File: src/verilog/vvt_defs.svh
// Constants for the raster timing block: register offsets, table marks, reset values.
// Assumes inclusion by the package, the top module and the bench.
`ifndef VVT_DEFS_SVH
`define VVT_DEFS_SVH

`define VVT_ADDR_START_SCAN 8'h00
`define VVT_ADDR_CONTROL 8'h01
`define VVT_ADDR_STATUS 8'h02
`define VVT_ADDR_INCR_LO 8'h03
`define VVT_ADDR_INCR_HI 8'h04
`define VVT_ADDR_SCAN_COUNT 8'h05

`define VVT_HSYNC_FIRST 8'h48
`define VVT_HSYNC_LAST 8'h97
`define VVT_FETCH_END 8'h40
`define VVT_PERMIT_PHASE 3'h5
`define VVT_LOAD_PHASE 3'h2
`define VVT_TAIL_PERMIT_A 8'h9E
`define VVT_TAIL_PERMIT_B 8'hA6

`define VVT_V60_SYNC_END 8'h32
`define VVT_V60_WAIT_END 8'h77
`define VVT_V60_VSYNC_FIRST 8'h79
`define VVT_V60_VSYNC_LAST 8'h7F
`define VVT_V60_LAST 8'h83
`define VVT_V50_SYNC_END 8'h29
`define VVT_V50_WAIT_END 8'h77
`define VVT_V50_VSYNC_FIRST 8'h79
`define VVT_V50_VSYNC_LAST 8'h9A
`define VVT_V50_LAST 8'h9C

`define VVT_VOUT_LOCK 4'h2
`define VVT_VOUT_WAIT 4'h0
`define VVT_VOUT_BLANK 4'hA
`define VVT_VOUT_FRAME 4'hE
`define VVT_VOUT_RELOAD 4'hB

`define VVT_INCR_RESET 16'h8000
`define VVT_INCR_STEP 16'h0010
`define VVT_INCR_MIN 16'h4000
`define VVT_INCR_MAX 16'hC000

`endif

File: src/verilog/vvt_pkg.sv
// Types shared by the raster timing block.
// Assumes vvt_defs.svh is on the include path.
`default_nettype none
`include "vvt_defs.svh"
package vvt_pkg;
    typedef struct packed {
        logic [15:0] acc;
        logic [15:0] incr;
        logic [7:0] dot;
        logic line_par;
        logic [7:0] vaddr;
        logic [3:0] vout;
        logic [7:0] vscan;
        logic [7:0] start_scan;
        logic disp_ctl;
        logic disp_flag;
        logic mains_q;
        logic [7:0] shreg;
        logic pix;
        logic hsync;
        logic permit;
        logic [7:0] rdata;
    } vvt_state_type;
endpackage : vvt_pkg
`default_nettype wire

File: src/verilog/vvt_top.sv
// Raster timing for a bit-mapped video generator: horizontal tail, vertical sequencer,
// digital mains phase loop and a small register port.
// Assumes all inputs are synchronous to mclk and table_sixty_hertz is static.
//
// Overview of operation
// - Line sync on 48h..4Fh group, permit at sixth position, group occurs ten times.
// - Vertical word bits: blanking, frame sync, mains-lock sync, counter reload.
// - Frame sync output keeps the monitor vertical sweep in step with pixels.
// - Serial video is forced to zero while retrace blanking is high.
// - Mains-lock sync feeds the phase loop and sets a readable display flag.
// - Start-scan value is copied into the scan counter at each scan start.
// - One of two vertical tables is used, sixty or fifty hertz mains.
// - Phase loop compares mains-lock sync with mains and trims cell clock rate.
// - Cell clock steps the dot counter, which steps the vertical sequencer.
// - Sixty hertz entries 00..32 give mains-lock sync only, 102 lines.
// - Sixty hertz 78..83 blank with lock sync, frame sync inside, reload at 83.
// - Sixty hertz addresses 84..FF give blanking with lock sync only and are never reached.
// - Fifty hertz entries 00..29 give mains-lock sync only, 84 lines.
// - Fifty hertz 80..9A give all three syncs; 9B, 9C blank, lock, reload.
// - Fifty hertz addresses 9D..FF give blanking with lock sync only and are never reached.
// - Scan counter increments by one on every line without the reload bit.
// - Video is blanked while the display enable control bit is high.
// - Line sync first rises at dot position 48h after the fetch pattern.
//
// The plain strobed port and the register addresses were left to the implementer.
`default_nettype none
`include "vvt_defs.svh"
module vvt_top
    import vvt_pkg::*;
#(
    parameter int LINES_PER_ENTRY = 2
) (
    input wire logic mclk,
    input wire logic nrst,
    input wire logic table_sixty_hertz,
    input wire logic mains_ref,
    input wire logic [7:0] pixel_byte,
    input wire logic [7:0] reg_addr,
    input wire logic [7:0] reg_wdata,
    input wire logic reg_wr,
    input wire logic reg_rd,
    output logic [7:0] reg_rdata,
    output logic [7:0] dot_count,
    output logic [7:0] scan_count,
    output logic pixel_out,
    output logic line_sync_pulse,
    output logic cpu_slot_permit,
    output logic vertical_out_bit3,
    output logic vertical_out_bit2,
    output logic vertical_out_bit1,
    output logic vertical_out_bit0,
    output logic display_flag
);
    // The line parity is the tap that paces the table, so one or two lines per entry fit.
    // One line per entry is only useful to shorten frames when checking the tables.
    if (LINES_PER_ENTRY != 1 && LINES_PER_ENTRY != 2) begin : g_bad_lines
        $error("vvt_top: LINES_PER_ENTRY must be 1 or 2");
    end

    vvt_state_type st;
    vvt_state_type next_st;

    function automatic logic [3:0] vt_sixty(input logic [7:0] a);
        if (a <= `VVT_V60_SYNC_END) begin
            return `VVT_VOUT_LOCK;
        end else if (a <= `VVT_V60_WAIT_END) begin
            return `VVT_VOUT_WAIT;
        end else if (a >= `VVT_V60_VSYNC_FIRST && a <= `VVT_V60_VSYNC_LAST) begin
            return `VVT_VOUT_FRAME;
        end else if (a == `VVT_V60_LAST) begin
            return `VVT_VOUT_RELOAD;
        end else begin
            // Entries past the last one repeat the blanking tail and are never reached.
            return `VVT_VOUT_BLANK;
        end
    endfunction : vt_sixty

    function automatic logic [3:0] vt_fifty(input logic [7:0] a);
        if (a <= `VVT_V50_SYNC_END) begin
            return `VVT_VOUT_LOCK;
        end else if (a <= `VVT_V50_WAIT_END) begin
            return `VVT_VOUT_WAIT;
        end else if (a >= `VVT_V50_VSYNC_FIRST && a <= `VVT_V50_VSYNC_LAST) begin
            return `VVT_VOUT_FRAME;
        end else if (a > `VVT_V50_VSYNC_LAST && a <= `VVT_V50_LAST) begin
            return `VVT_VOUT_RELOAD;
        end else begin
            return `VVT_VOUT_BLANK;
        end
    endfunction : vt_fifty

    function automatic logic in_hsync(input logic [7:0] d);
        return d >= `VVT_HSYNC_FIRST && d <= `VVT_HSYNC_LAST;
    endfunction : in_hsync

    function automatic logic in_permit(input logic [7:0] d);
        logic fetch_or_sync;
        fetch_or_sync = (d < `VVT_FETCH_END) || in_hsync(d) || (d == 8'h45);
        return (fetch_or_sync && d[2:0] == `VVT_PERMIT_PHASE)
            || d == `VVT_TAIL_PERMIT_A || d == `VVT_TAIL_PERMIT_B;
    endfunction : in_permit

    logic [16:0] acc_sum;
    logic cell_tick;
    logic line_end;
    logic [7:0] last_entry;
    logic [3:0] vt_next;

    assign acc_sum = {1'b0, st.acc} + {1'b0, st.incr};
    assign cell_tick = acc_sum[16];
    assign line_end = st.dot == 8'hFF;
    assign last_entry = table_sixty_hertz ? `VVT_V60_LAST : `VVT_V50_LAST;

    always_comb begin
        next_st = st;
        vt_next = st.vout;
        next_st.acc = acc_sum[15:0];
        next_st.mains_q = mains_ref;
        // The phase loop: a mains edge seen while lock sync is high means the raster runs
        // early, so the cell clock slows; otherwise it speeds up. Clamped to stay stable.
        if (mains_ref && !st.mains_q) begin
            // The step saturates, so an edge near a limit lands exactly on that limit.
            if (st.vout[1]) begin
                if (st.incr > `VVT_INCR_MIN + `VVT_INCR_STEP) begin
                    next_st.incr = st.incr - `VVT_INCR_STEP;
                end else begin
                    next_st.incr = `VVT_INCR_MIN;
                end
            end else if (st.incr < `VVT_INCR_MAX - `VVT_INCR_STEP) begin
                next_st.incr = st.incr + `VVT_INCR_STEP;
            end else begin
                next_st.incr = `VVT_INCR_MAX;
            end
        end
        if (cell_tick) begin
            next_st.dot = st.dot + 8'h01;
            next_st.hsync = in_hsync(next_st.dot);
            next_st.permit = in_permit(next_st.dot);
            if (next_st.dot < `VVT_FETCH_END && next_st.dot[2:0] == `VVT_LOAD_PHASE) begin
                next_st.shreg = pixel_byte;
            end else begin
                next_st.shreg = {st.shreg[6:0], 1'b0};
            end
            next_st.pix = st.shreg[7] & ~st.vout[3] & ~st.disp_ctl;
            if (line_end) begin
                next_st.line_par = ~st.line_par;
                if (st.vout[0]) begin
                    next_st.vscan = st.start_scan;
                end else begin
                    next_st.vscan = st.vscan + 8'h01;
                end
                if (st.line_par || LINES_PER_ENTRY == 1) begin
                    next_st.vaddr = (st.vaddr >= last_entry) ? 8'h00 : st.vaddr + 8'h01;
                    vt_next = table_sixty_hertz ? vt_sixty(next_st.vaddr)
                                                : vt_fifty(next_st.vaddr);
                    next_st.vout = vt_next;
                end
            end
        end
        if (vt_next[1] && !st.vout[1]) begin
            next_st.disp_flag = 1'b1;
        end else if (reg_rd && reg_addr == `VVT_ADDR_STATUS) begin
            next_st.disp_flag = 1'b0;
        end
        if (reg_wr) begin
            if (reg_addr == `VVT_ADDR_START_SCAN) begin
                next_st.start_scan = reg_wdata;
            end else if (reg_addr == `VVT_ADDR_CONTROL) begin
                next_st.disp_ctl = reg_wdata[0];
            end else if (reg_addr == `VVT_ADDR_INCR_LO) begin
                next_st.incr[7:0] = reg_wdata;
            end else if (reg_addr == `VVT_ADDR_INCR_HI) begin
                next_st.incr[15:8] = reg_wdata;
            end
        end
        next_st.rdata = 8'h00;
        if (reg_rd) begin
            if (reg_addr == `VVT_ADDR_START_SCAN) begin
                next_st.rdata = st.start_scan;
            end else if (reg_addr == `VVT_ADDR_CONTROL) begin
                next_st.rdata = {7'h00, st.disp_ctl};
            end else if (reg_addr == `VVT_ADDR_STATUS) begin
                next_st.rdata = {3'h0, st.disp_flag, st.vout};
            end else if (reg_addr == `VVT_ADDR_INCR_LO) begin
                next_st.rdata = st.incr[7:0];
            end else if (reg_addr == `VVT_ADDR_INCR_HI) begin
                next_st.rdata = st.incr[15:8];
            end else if (reg_addr == `VVT_ADDR_SCAN_COUNT) begin
                next_st.rdata = st.vscan;
            end
        end
    end

    always_ff @(posedge mclk or negedge nrst) begin
        if (!nrst) begin
            st <= '0;
            st.incr <= `VVT_INCR_RESET;
            st.vout <= `VVT_VOUT_LOCK;
        end else begin
            st <= next_st;
        end
    end

    assign reg_rdata = st.rdata;
    assign dot_count = st.dot;
    assign scan_count = st.vscan;
    assign pixel_out = st.pix;
    assign line_sync_pulse = st.hsync;
    assign cpu_slot_permit = st.permit;
    assign vertical_out_bit3 = st.vout[3];
    assign vertical_out_bit2 = st.vout[2];
    assign vertical_out_bit1 = st.vout[1];
    assign vertical_out_bit0 = st.vout[0];
    assign display_flag = st.disp_flag;
endmodule : vvt_top
`default_nettype wire

File: config.mk
export PLATFORM = sky130hd
export DESIGN_NAME = vvt_top
export DESIGN_NICKNAME = d
export VERILOG_FILES = /design/src/verilog/vvt_pkg.sv /design/src/verilog/vvt_top.sv
export VERILOG_INCLUDE_DIRS = /design/src /design/src/verilog
export SDC_FILE = /design/constraint.sdc
export NUM_CORES = 1
export LEC_CHECK = 0
export ABC_AREA = 1
export ABC_CLOCK_PERIOD_IN_PS = 6300
export BUFFER_PORTS_ARGS = -buffer_cell sky130_fd_sc_hd__buf_2
export CAP_MARGIN = 20
export CORE_UTILIZATION = 45
export DETAILED_ROUTE_END_ITERATION = 12
export GPL_TIMING_DRIVEN = 0
export PLACE_DENSITY_LB_ADDON = 0.05
export SLEW_MARGIN = 0
export SYNTH_ARGS = -nofsm -noshare
export SYNTH_HDL_FRONTEND = slang
export SYNTH_SLANG_ARGS = --single-unit
File: constraint.sdc
create_clock -name mclk -period 6.3 [get_ports mclk]
set_input_delay 0.315 -clock mclk [delete_from_list [all_inputs] [get_ports mclk]]
set_output_delay 0.315 -clock mclk [all_outputs]
set_load 0.01 [all_outputs]
Word level (Yosys, flattened, before mapping)
Index checks and enable logic that the tools add are counted.
{ "word_totals": {"register_bits": 91, "latchBits": 0, "ram_bits": 0, "romBits": 0, "inputBits": 30, "output_inout_bits": 32, "word_cells": 110, "n_memories": 0} }
{ "classes": {"add_sub_neg": 6, "multipliers": 0, "div_mod_pow": 0, "order_cmp": 14, "n_eq_ne": 12, "n_shift": 0, "mux": 35, "bitwise_logic": 6, "reduce_logical": 21} }
{ "op_table": {"columns": ["cell", "count"], "rows": [
  ["$mux W16", 7],
  ["$mux W8", 13],
  ["$eq A8 B8 Y1 const B", 4],
  ["$add A8 B1 Y8 const B", 3],
  ["$le A8 B8 Y1 const B", 3],
  ["$mux W4", 5],
  ["$add A16 B16 Y17", 1],
  ["$add A16 B5 Y16 const B", 1],
  ["$eq A8 B2 Y1 const B", 2],
  ["$eq A8 B3 Y1 const B", 2],
  ["$ge A8 B7 Y1 const B", 2],
  ["$gt A16 B15 Y1 const B", 1],
  ["$le A8 B6 Y1 const B", 2],
  ["$le A8 B7 Y1 const B", 2],
  ["$lt A16 B16 Y1 const B", 1],
  ["$sub A16 B5 Y16 const B", 1],
  ["$logic_and A1 B1 Y1", 9],
  ["$eq A8 B1 Y1 const B", 1],
  ["$eq A8 B7 Y1 const B", 1],
  ["$ge A8 B8 Y1", 1],
  ["$gt A8 B8 Y1 const B", 1],
  ["$logic_not A8 Y1", 1],
  ["$lt A8 B7 Y1 const B", 1],
  ["$mux W2", 3],
  ["other kinds (12)", 26]
]} }

Longest topological paths before layout
Gate-level depths: netlist of run 1.
{ "depth": {"depth_word": 15, "ltp_mapped": 19, "ltp_nobuf": 18} }

Worst setup path after synthesis of run 1
Ideal clock, no wire load.
{ "synth_timing": {"kind": "flip-flop to flip-flop", "start": "register st[59] (netlist bit)", "end": "register st (netlist bit vertical_out_bit0)", "setup_ns": 0.116, "arrival_time_ns": 2.093, "t_required_ns": 6.184, "slack_ns": 4.091, "stages_incl_launch_ff": 16, "path_buffers": 1, "synth_period_minus_slack_ns": 2.209, "path_cell_list": "dfrtp_1 -> ha_1 -> inv_1 -> fa_1 -> nand3b_1 -> nand2_1 -> a21oi_2 -> o21ai_2 -> nand3_1 -> nand2_2 -> nand2_2 -> inv_4 -> nand2_4 -> buf_6 -> nand2_1 -> nand2_1"} }
{ "synth_via": {"elab_chain_len": 2} }
{ "synth_lines": {"columns": ["element", "line", "rtl"], "rows": [
  ["from (decl)", "vvt_top.sv:60", "vvt_state_type st;"],
  ["from (signal assigned)", "vvt_top.sv:200", "st <= next_st;"],
  ["$add A16 B16 Y17", "vvt_top.sv:109", "assign acc_sum = {1'b0, st.acc} + {1'b0, st.incr};"],
  ["$reduce_and A3 Y1 (no line)", null, null]
]} }
No other way between the ends.
A chain may end at the register's enable or synchronous reset.

Worst setup path in the final report of run 1
Same ends and word-level chain as after synthesis.

==> results of run 1 <==
worst max-delay path, cell delays in order, from the launching register on:
cell and delay [ps]:
dfrtp_1 390, ha_1 190, inv_1 50, fa_1 390, nand3b_1 170, nand2_1 130, a21oi_2 90, o21ai_2 200
nand3_1 120, nand2_2 130, nand2_2 110, inv_4 140, nand2_4 110, buf_6 170, nand2_1 60, nand2_1 50
how the worst min path moves through the flow:
| stage | from | end | slack, ps | cells past startpoint |
|---|---|---|---|---|
| after floorplan | nrst | cpu_slot_permit$_DFFE_PN0N_ | 20 | 0 |
| after global placement | mains_ref | st[19]$_DFF_PN0_ | 440 | 1 |
| after detailed placement | nrst | scan_count[2]$_DFFE_PN0P_ | 310 | 1 |
| after CTS | mains_ref | st[19]$_DFF_PN0_ | 80 | 1 |
| after global routing | mains_ref | st[19]$_DFF_PN0_ | 90 | 1 |
| final | mains_ref | st[19]$_DFF_PN0_ | 90 | 1 |
state kept, by name (all words and copies together), names as in the netlist:
signal and cells:
vertical_out_bit3 1, display_flag 1, pixel_out 1, vertical_out_bit2 1, dot_count 8, vertical_out_bit1 1
vertical_out_bit0 1, line_sync_pulse 1, st 59, scan_count 8, cpu_slot_permit 1, reg_rdata 8
power groups by stage:
stage	Combinational, mW	Clock (mW)	Sequential [mW]
after floorplan	0.789	0	0.788
after global placement	0.983	0	0.814
after detailed placement	1.00	0	0.819
after CTS	1.01	0.567	0.808
after global routing	1.15	0.586	0.821
final	1.01	0.553	0.806
cells by family after synthesis:
logic type | count (synthesis) | synth area share
buffers and inverters | 143 | 0.109
flip-flops | 91 | 0.368
multiplexers | 1 | 0.00182
XOR/XNOR | 33 | 0.0466
adder cells (fa/ha/maj) | 30 | 0.0617
AO/OA/AOI/OAI | 160 | 0.155
AND/OR/NAND/NOR | 356 | 0.259
per-layer routing:
layer  share of wire  global-route usage  vias to the layer above
li1                -                   -                     2822
met1            0.48               0.328                     2658
met2            0.45               0.368                      145
met3           0.052              0.0321                       27
met4           0.022              0.0984                        0
met5               0                   0                        -
through the flow:
stage / area, um^2 / power (mW) / utilization / instances / setup slack (ps)
CTS: 7070 / 2.39 / 0.529 / 1069 / 3660
detailed placement: 6760 / 1.82 / 0.506 / 1052 / 3680
finish: 7070 / 2.37 / 0.529 / 1069 / 3670
floorplan: 6200 / 1.58 / - / 814 / 4090
global placement: 6730 / 1.80 / 0.504 / 1051 / 3710
global route: 7070 / 2.55 / 0.529 / 1069 / 3450
synth_stat cells (11+ instances only):
| cell | instances | area share |
|---|---|---|
| nand2_1 | 188 | 0.11 |
| a31oi_1 | 12 | 0.012 |
| buf_4 | 27 | 0.033 |
| nor2_1 | 70 | 0.042 |
| inv_1 | 91 | 0.055 |
| o22ai_1 | 16 | 0.016 |
| o21ai_0 | 50 | 0.040 |
| o21ai_1 | 14 | 0.011 |
| ha_1 | 29 | 0.059 |
| nand3_1 | 44 | 0.036 |
| nand4_1 | 13 | 0.013 |
| a21oi_1 | 31 | 0.025 |
| dfrtp_1 | 89 | 0.36 |
| xor2_1 | 26 | 0.037 |
| o21ai_2 | 11 | 0.016 |
| o211ai_1 | 13 | 0.016 |
what timing repair did:
item                                   4_1_cts  5_1_grt
setup buffers                                0        0
endpoints found under the hold margin       30        0
gates resized for setup                      0        0
hold buffers                                 1        0
cell type report:
cell class | count | share of cell area
clock inverters | 2 | 0.00496
clock buffers | 14 | 0.0374
well taps | 176 | 0.0312
repair buffers | 63 | 0.0489
multi-input cells | 580 | 0.460
inverters | 103 | 0.0554
plain buffers | 40 | 0.0398
flip-flops and latches | 91 | 0.323
==> metrics.md, run 1 <==
| Metric | Value |
|---|---|
| DIE AREA | 0.0143 mm^2 |
| Sw Pwr | 0.936 mW |
| Skew-Pair Late Insertion Delay | 350 ps |
| Synth unique cells | 50 |
| Dominant synthesized flop cell | dfrtp_1 |
| Clock transition at path regs | 60 ps |
| Unrepaired setup endpoints after global routing | no |
| Post-synth net total | 874 |
| Root Driver | clkbuf_16 |
| Fillers | 1325 |
| Clock Sinks | 91 |
| RD Place Congestion | 0.905 |
| Pwr dens | 335 mW/mm^2 |
| Number of DRC markers in iteration 0 | 441 |
| ANT cells | 0 |
| Vias/cell | 5.29 |
| Reg area | 0.00228 mm^2 |
| Worst-Margin Slew | 559 ps |
| # setup viols final | 0 |
| Crit path capture type | flop |
| Vias | 5652 |
| LEAKAGE | 3.58 nW |
| Max clock buf depth | 2 |
| WL/cell | 15.0 um |
| Vias in the first global route | 5413 |
| Crit Path Category | flop to flop |
| Post-synth EDFFs | 0 |
| Min-Delay Path Class | primary input to flop |
| Layout cells sized above 1 | 0.187 |
| Clk_skew | 9.77 ps |
| Synthesized instance count | 814 |
| Total grt overflow | 0 |
| R2r startpoint | st[59]$_DFF_PN0_ |
| Most common cell after layout, fill and taps aside | nand2_1 |
| DRC viols | 0 |
| Starting density of the core | 0.465 |
| Tcrit/Tclk final | 0.418 |
| Detail Route Antenna Nets | 0 |
| Async SR Flop Fraction | 1.00 |
| Antenna violations before repair | 1 |
| Core area | 0.0133 mm^2 |
| Final slew viol count | 0 |
| IO Port Bufs | 61 |
| Dpl hpwl | 12400 um |
| First-pass GRT wire length | 26600 um |
| Die Wd | 119 um |
| Slew headroom | 0.624 |
| Min cycle time layout | 2630 ps |
| Worst reg-to-reg setup slack | 3670 ps |
| Clock power share | 0.233 |
| Post-Syn Area | 0.00620 mm^2 |
| Layout area overhead | 13.9% |
| Detailed Route WL | 16000 um |
| Peak supply drop | 0.220 mV |
| Yosys warning count | 0 |
| Internal | 1.43 mW |
| Footprint of the multi-input gates | 0.00325 mm^2 |
| Register bit count reported by yosys | 91 |
| Maximum operating frequency | 380 MHz |
| CTS tree | built |
| CP endpoint | vertical_out_bit0$_DFFE_PN0P_ |
| Switching Share | 0.395 |
| Worst r2r dst | vertical_out_bit0$_DFFE_PN0P_ |
| Crit path from | st[59]$_DFF_PN0_ |
| I/O pin total | 62 |
| Outcome | finished clean |
| Seq pwr share | 0.340 |
| Hold_ws | 92.9 ps |
| Sequential share of the synthesized area | 0.368 |
| Fin Setup TNS | 0 ps |
| GRT Total Usage | 0.236 |
| Final #Nets | 948 |
| Syn Area/Cell | 7.62 um^2 |
| Cell row count | 42 |
| CTS H-tree depth | 3 |
| Pin count of the biggest net entering global routing | 61 |
| Num CTS Buffers | 9 |
| Worst EP required | 6530 ps |
| CP max FO | 10 |
| CP Data Arrival Time | 2860 ps |
| Final hold violation count | 0 |
| Commonest non-fill, non-tap cells in the layout | nand2_1 (188), inv_1 (91), dfrtp_1 (89) |
| Worst-case reg-to-reg path depth | 15 |
| Die span in y | 119 um |
| Max-Cap Viols | 0 |
| Pre-antenna DRT Iters | 5 |
| Comb pwr share | 0.427 |
| CP Launch Type | flop |
No activity file was read; power rests on OpenSTA's default activity.
==> run 2: changes to the inputs <==
--- a/config.mk
+++ b/config.mk
@@ -7,7 +7,7 @@
 export NUM_CORES = 1
 export LEC_CHECK = 0
 export ABC_AREA = 1
-export ABC_CLOCK_PERIOD_IN_PS = 6300
+export ABC_CLOCK_PERIOD_IN_PS = 2500
 export BUFFER_PORTS_ARGS = -buffer_cell sky130_fd_sc_hd__buf_2
 export CAP_MARGIN = 20
 export CORE_UTILIZATION = 45
==> constraint.sdc (replaced) <==
create_clock -name mclk -period 2.5 [get_ports mclk]
set_input_delay 0.125 -clock mclk [delete_from_list [all_inputs] [get_ports mclk]]
set_output_delay 0.125 -clock mclk [all_outputs]
set_load 0.01 [all_outputs]
==> run 2 against run 1 <==
Against the previous run:
- register-to-register slack worse by 3600 ps
- largest power group unchanged
- critical path type unchanged
- clock power rose to 2.5 times the previous value
- clock skew down 1.6 ps
- setup slack got worse by 3600 ps
- first-iteration DRC count grew 7.7%
- global-route usage up 0.22 points
- sequential share of layout area down 0.90 points
==> metrics.md, run 2 (same netlist as run 1, synthesis figures left out) <==
| Metric | Value |
|---|---|
| Outcome | finished clean |
| Final #Nets | 962 |
| Pre-antenna DRT Iters | 5 |
| Top sig layer | met4 |
| Total grt overflow | 0 |
| DRC viols | 0 |
| Wl on met1 | 7690 um |
| Worst r2r dst | vertical_out_bit2$_DFFE_PN0P_ |
| CP max FO | 5 |
| Final hold violation count | 0 |
| GRT Total Usage | 0.238 |
| Dpl hpwl | 12400 um |
| DIE AREA | 0.0143 mm^2 |
| Hold endpoint | st[11]$_DFFE_PN0N_ |
| Clock transition at path regs | 70 ps |
| Fillers | 1304 |
| Starting density of the core | 0.465 |
| Die span in y | 119 um |
| Max clock buf depth | 2 |
| Met2 wire length | 7330 um |
| Routed wl met3 | 978 um |
| Crit path capture type | flop |
| Tcrit/Tclk final | 0.954 |
| LEAKAGE | 3.68 nW |
| Clk_skew | 8.19 ps |
| First-pass GRT wire length | 26800 um |
| Worst-case reg-to-reg path depth | 15 |
| WL/cell | 15.1 um |
| Skew-Pair Late Insertion Delay | 350 ps |
| Vias in the first global route | 5445 |
| Worst path max stage delay | 380 ps |
| Commonest non-fill, non-tap cells in the layout | nand2_1 (186), inv_1 (90), dfrtp_1 (89) |
| Detailed Route WL | 16300 um |
| Min-Delay Path Class | primary input to flop |
| Die Wd | 119 um |
| Vias | 5737 |
| Final slew viol count | 0 |
| Unrepaired setup endpoints after global routing | yes |
| Cell row count | 42 |
| I/O pin total | 62 |
| CP cell instances | ha_2 -> inv_2 -> fa_2 -> nand3b_1 -> nand2_2 -> a21oi_4 -> o21ai_2 -> nand3_1 -> nand2_2 -> nand2_4 -> inv_8 -> nand2_8 -> buf_12 -> nand2_1 -> nand2_1 |
| CP Launch Type | flop |
| IO Port Bufs | 61 |
| Slowest stage cell, crit path | dfrtp_1 |
| CTS tree | built |
| Layout cells sized above 1 | 0.205 |
| Hold path start | pixel_byte[0] |
| Detail Route Antenna Nets | 0 |
| Max-Cap Viols | 0 |
| Antenna violations before repair | 1 |
| ANT cells | 0 |
| Max reg flops | 59 |
| Worst-Margin Slew | 563 ps |
| Crit Path Category | flop to flop |
| Most common cell after layout, fill and taps aside | nand2_1 |
| Worst reg-to-reg setup slack | 110 ps |
| Vias/cell | 5.30 |
| Worst EP required | 2740 ps |
| # setup viols final | 0 |
| Slew headroom | 0.621 |
| Number of DRC markers in iteration 0 | 475 |
| Layout Cells excl Fill | 1083 |
| Hold path depth | 3 |
| Peak supply drop | 0.542 mV |
| Clock Sinks | 91 |
| R2r startpoint | st[59]$_DFF_PN0_ |
| Core Util, Final | 0.545 |
| Pin count of the biggest net entering global routing | 61 |
| Min cycle time layout | 2390 ps |
| Maximum operating frequency | 419 MHz |
| RD Place Congestion | 0.905 |
| Fin Setup TNS | 0 ps |
| Largest Register | st |
| CTS H-tree depth | 3 |
| Layout area overhead | 17.2% |
| Power Total | 6.12 mW |
| Root Driver | clkbuf_16 |
| Num CTS Buffers | 9 |
| Core area | 0.0133 mm^2 |
| Pwr dens | 842 mW/mm^2 |
| Inst Count DP | 1052 |
| CP Data Arrival Time | 2620 ps |
==> run 2: timing repair <==
item / 4_1_cts / 5_1_grt
hold buffers: 2 / 0
resized for setup: 1 / 21
endpoints found under the hold margin: 31 / 0
pin swaps: 2 / 9
endpoints found under the setup margin: 36 / 40
buffers inserted: 4 / 7
gates cloned: 0 / 2
==> run 2: worst max-delay path by stage <==
stage / startpoint / end / slack [ps]
2_1_floorplan: st[59]$_DFF_PN0_ / vertical_out_bit0$_DFFE_PN0P_ / 290
3_3_place_gp: st[59]$_DFF_PN0_ / st[43]$_DFFE_PN0P_ / -90
3_5_place_dp: st[59]$_DFF_PN0_ / vertical_out_bit0$_DFFE_PN0P_ / -120
4_1_cts: st[59]$_DFF_PN0_ / vertical_out_bit0$_DFFE_PN0P_ / 10
5_1_grt: st[59]$_DFF_PN0_ / st[42]$_DFFE_PN0P_ / -10
6_report: st[59]$_DFF_PN0_ / vertical_out_bit2$_DFFE_PN0P_ / 110
==> run 2: metrics by stage <==
step           hold slack, ps  instance area, um^2  worst slack, ps
2_1_floorplan            -171                 6200              291
3_3_place_gp              251                 6730            -87.1
3_5_place_dp              116                 6760             -118
4_1_cts                  16.2                 7110             14.0
5_1_grt                  43.0                 7270            -13.6
6_report                 26.9                 7270              114
==> run 2: metal layers <==
layer	up-vias	GRT usage
met5	-	0
li1	2848	-
met4	0	0.0977
met2	161	0.374
met3	27	0.0321
met1	2701	0.329
==> run 2: where the power goes <==
group / internal [mW] / leakage [nW] / total (mW) / switching, mW
clock network: 0.830 / 0.147 / 1.39 / 0.564
registers: 1.80 / 1.11 / 2.03 / 0.232
logic: 1.09 / 2.42 / 2.70 / 1.60
total: 3.72 / 3.68 / 6.12 / 2.40
==> run 2: worst max-delay path, delay by kind of cell (launching register included) <==
family                     cells  cell delay, ps
AOI/OAI and AO/OA              2             230
adders and majority gates      2             550
buffers and inverters          3             290
DFF                            1             380
and+or+nand+nor                8             830
==> run 2: cell type report <==
cell class	instances	area, um^2	share of cell area
tap	176	220	0.0303
multi-input combinational	581	3290	0.453
inverter	103	399	0.0549
clock buffer	14	264	0.0363
clock inverter	2	35.0	0.00482
timing repair buffer	76	479	0.0659
buffer	40	302	0.0415
sequential	91	2280	0.314
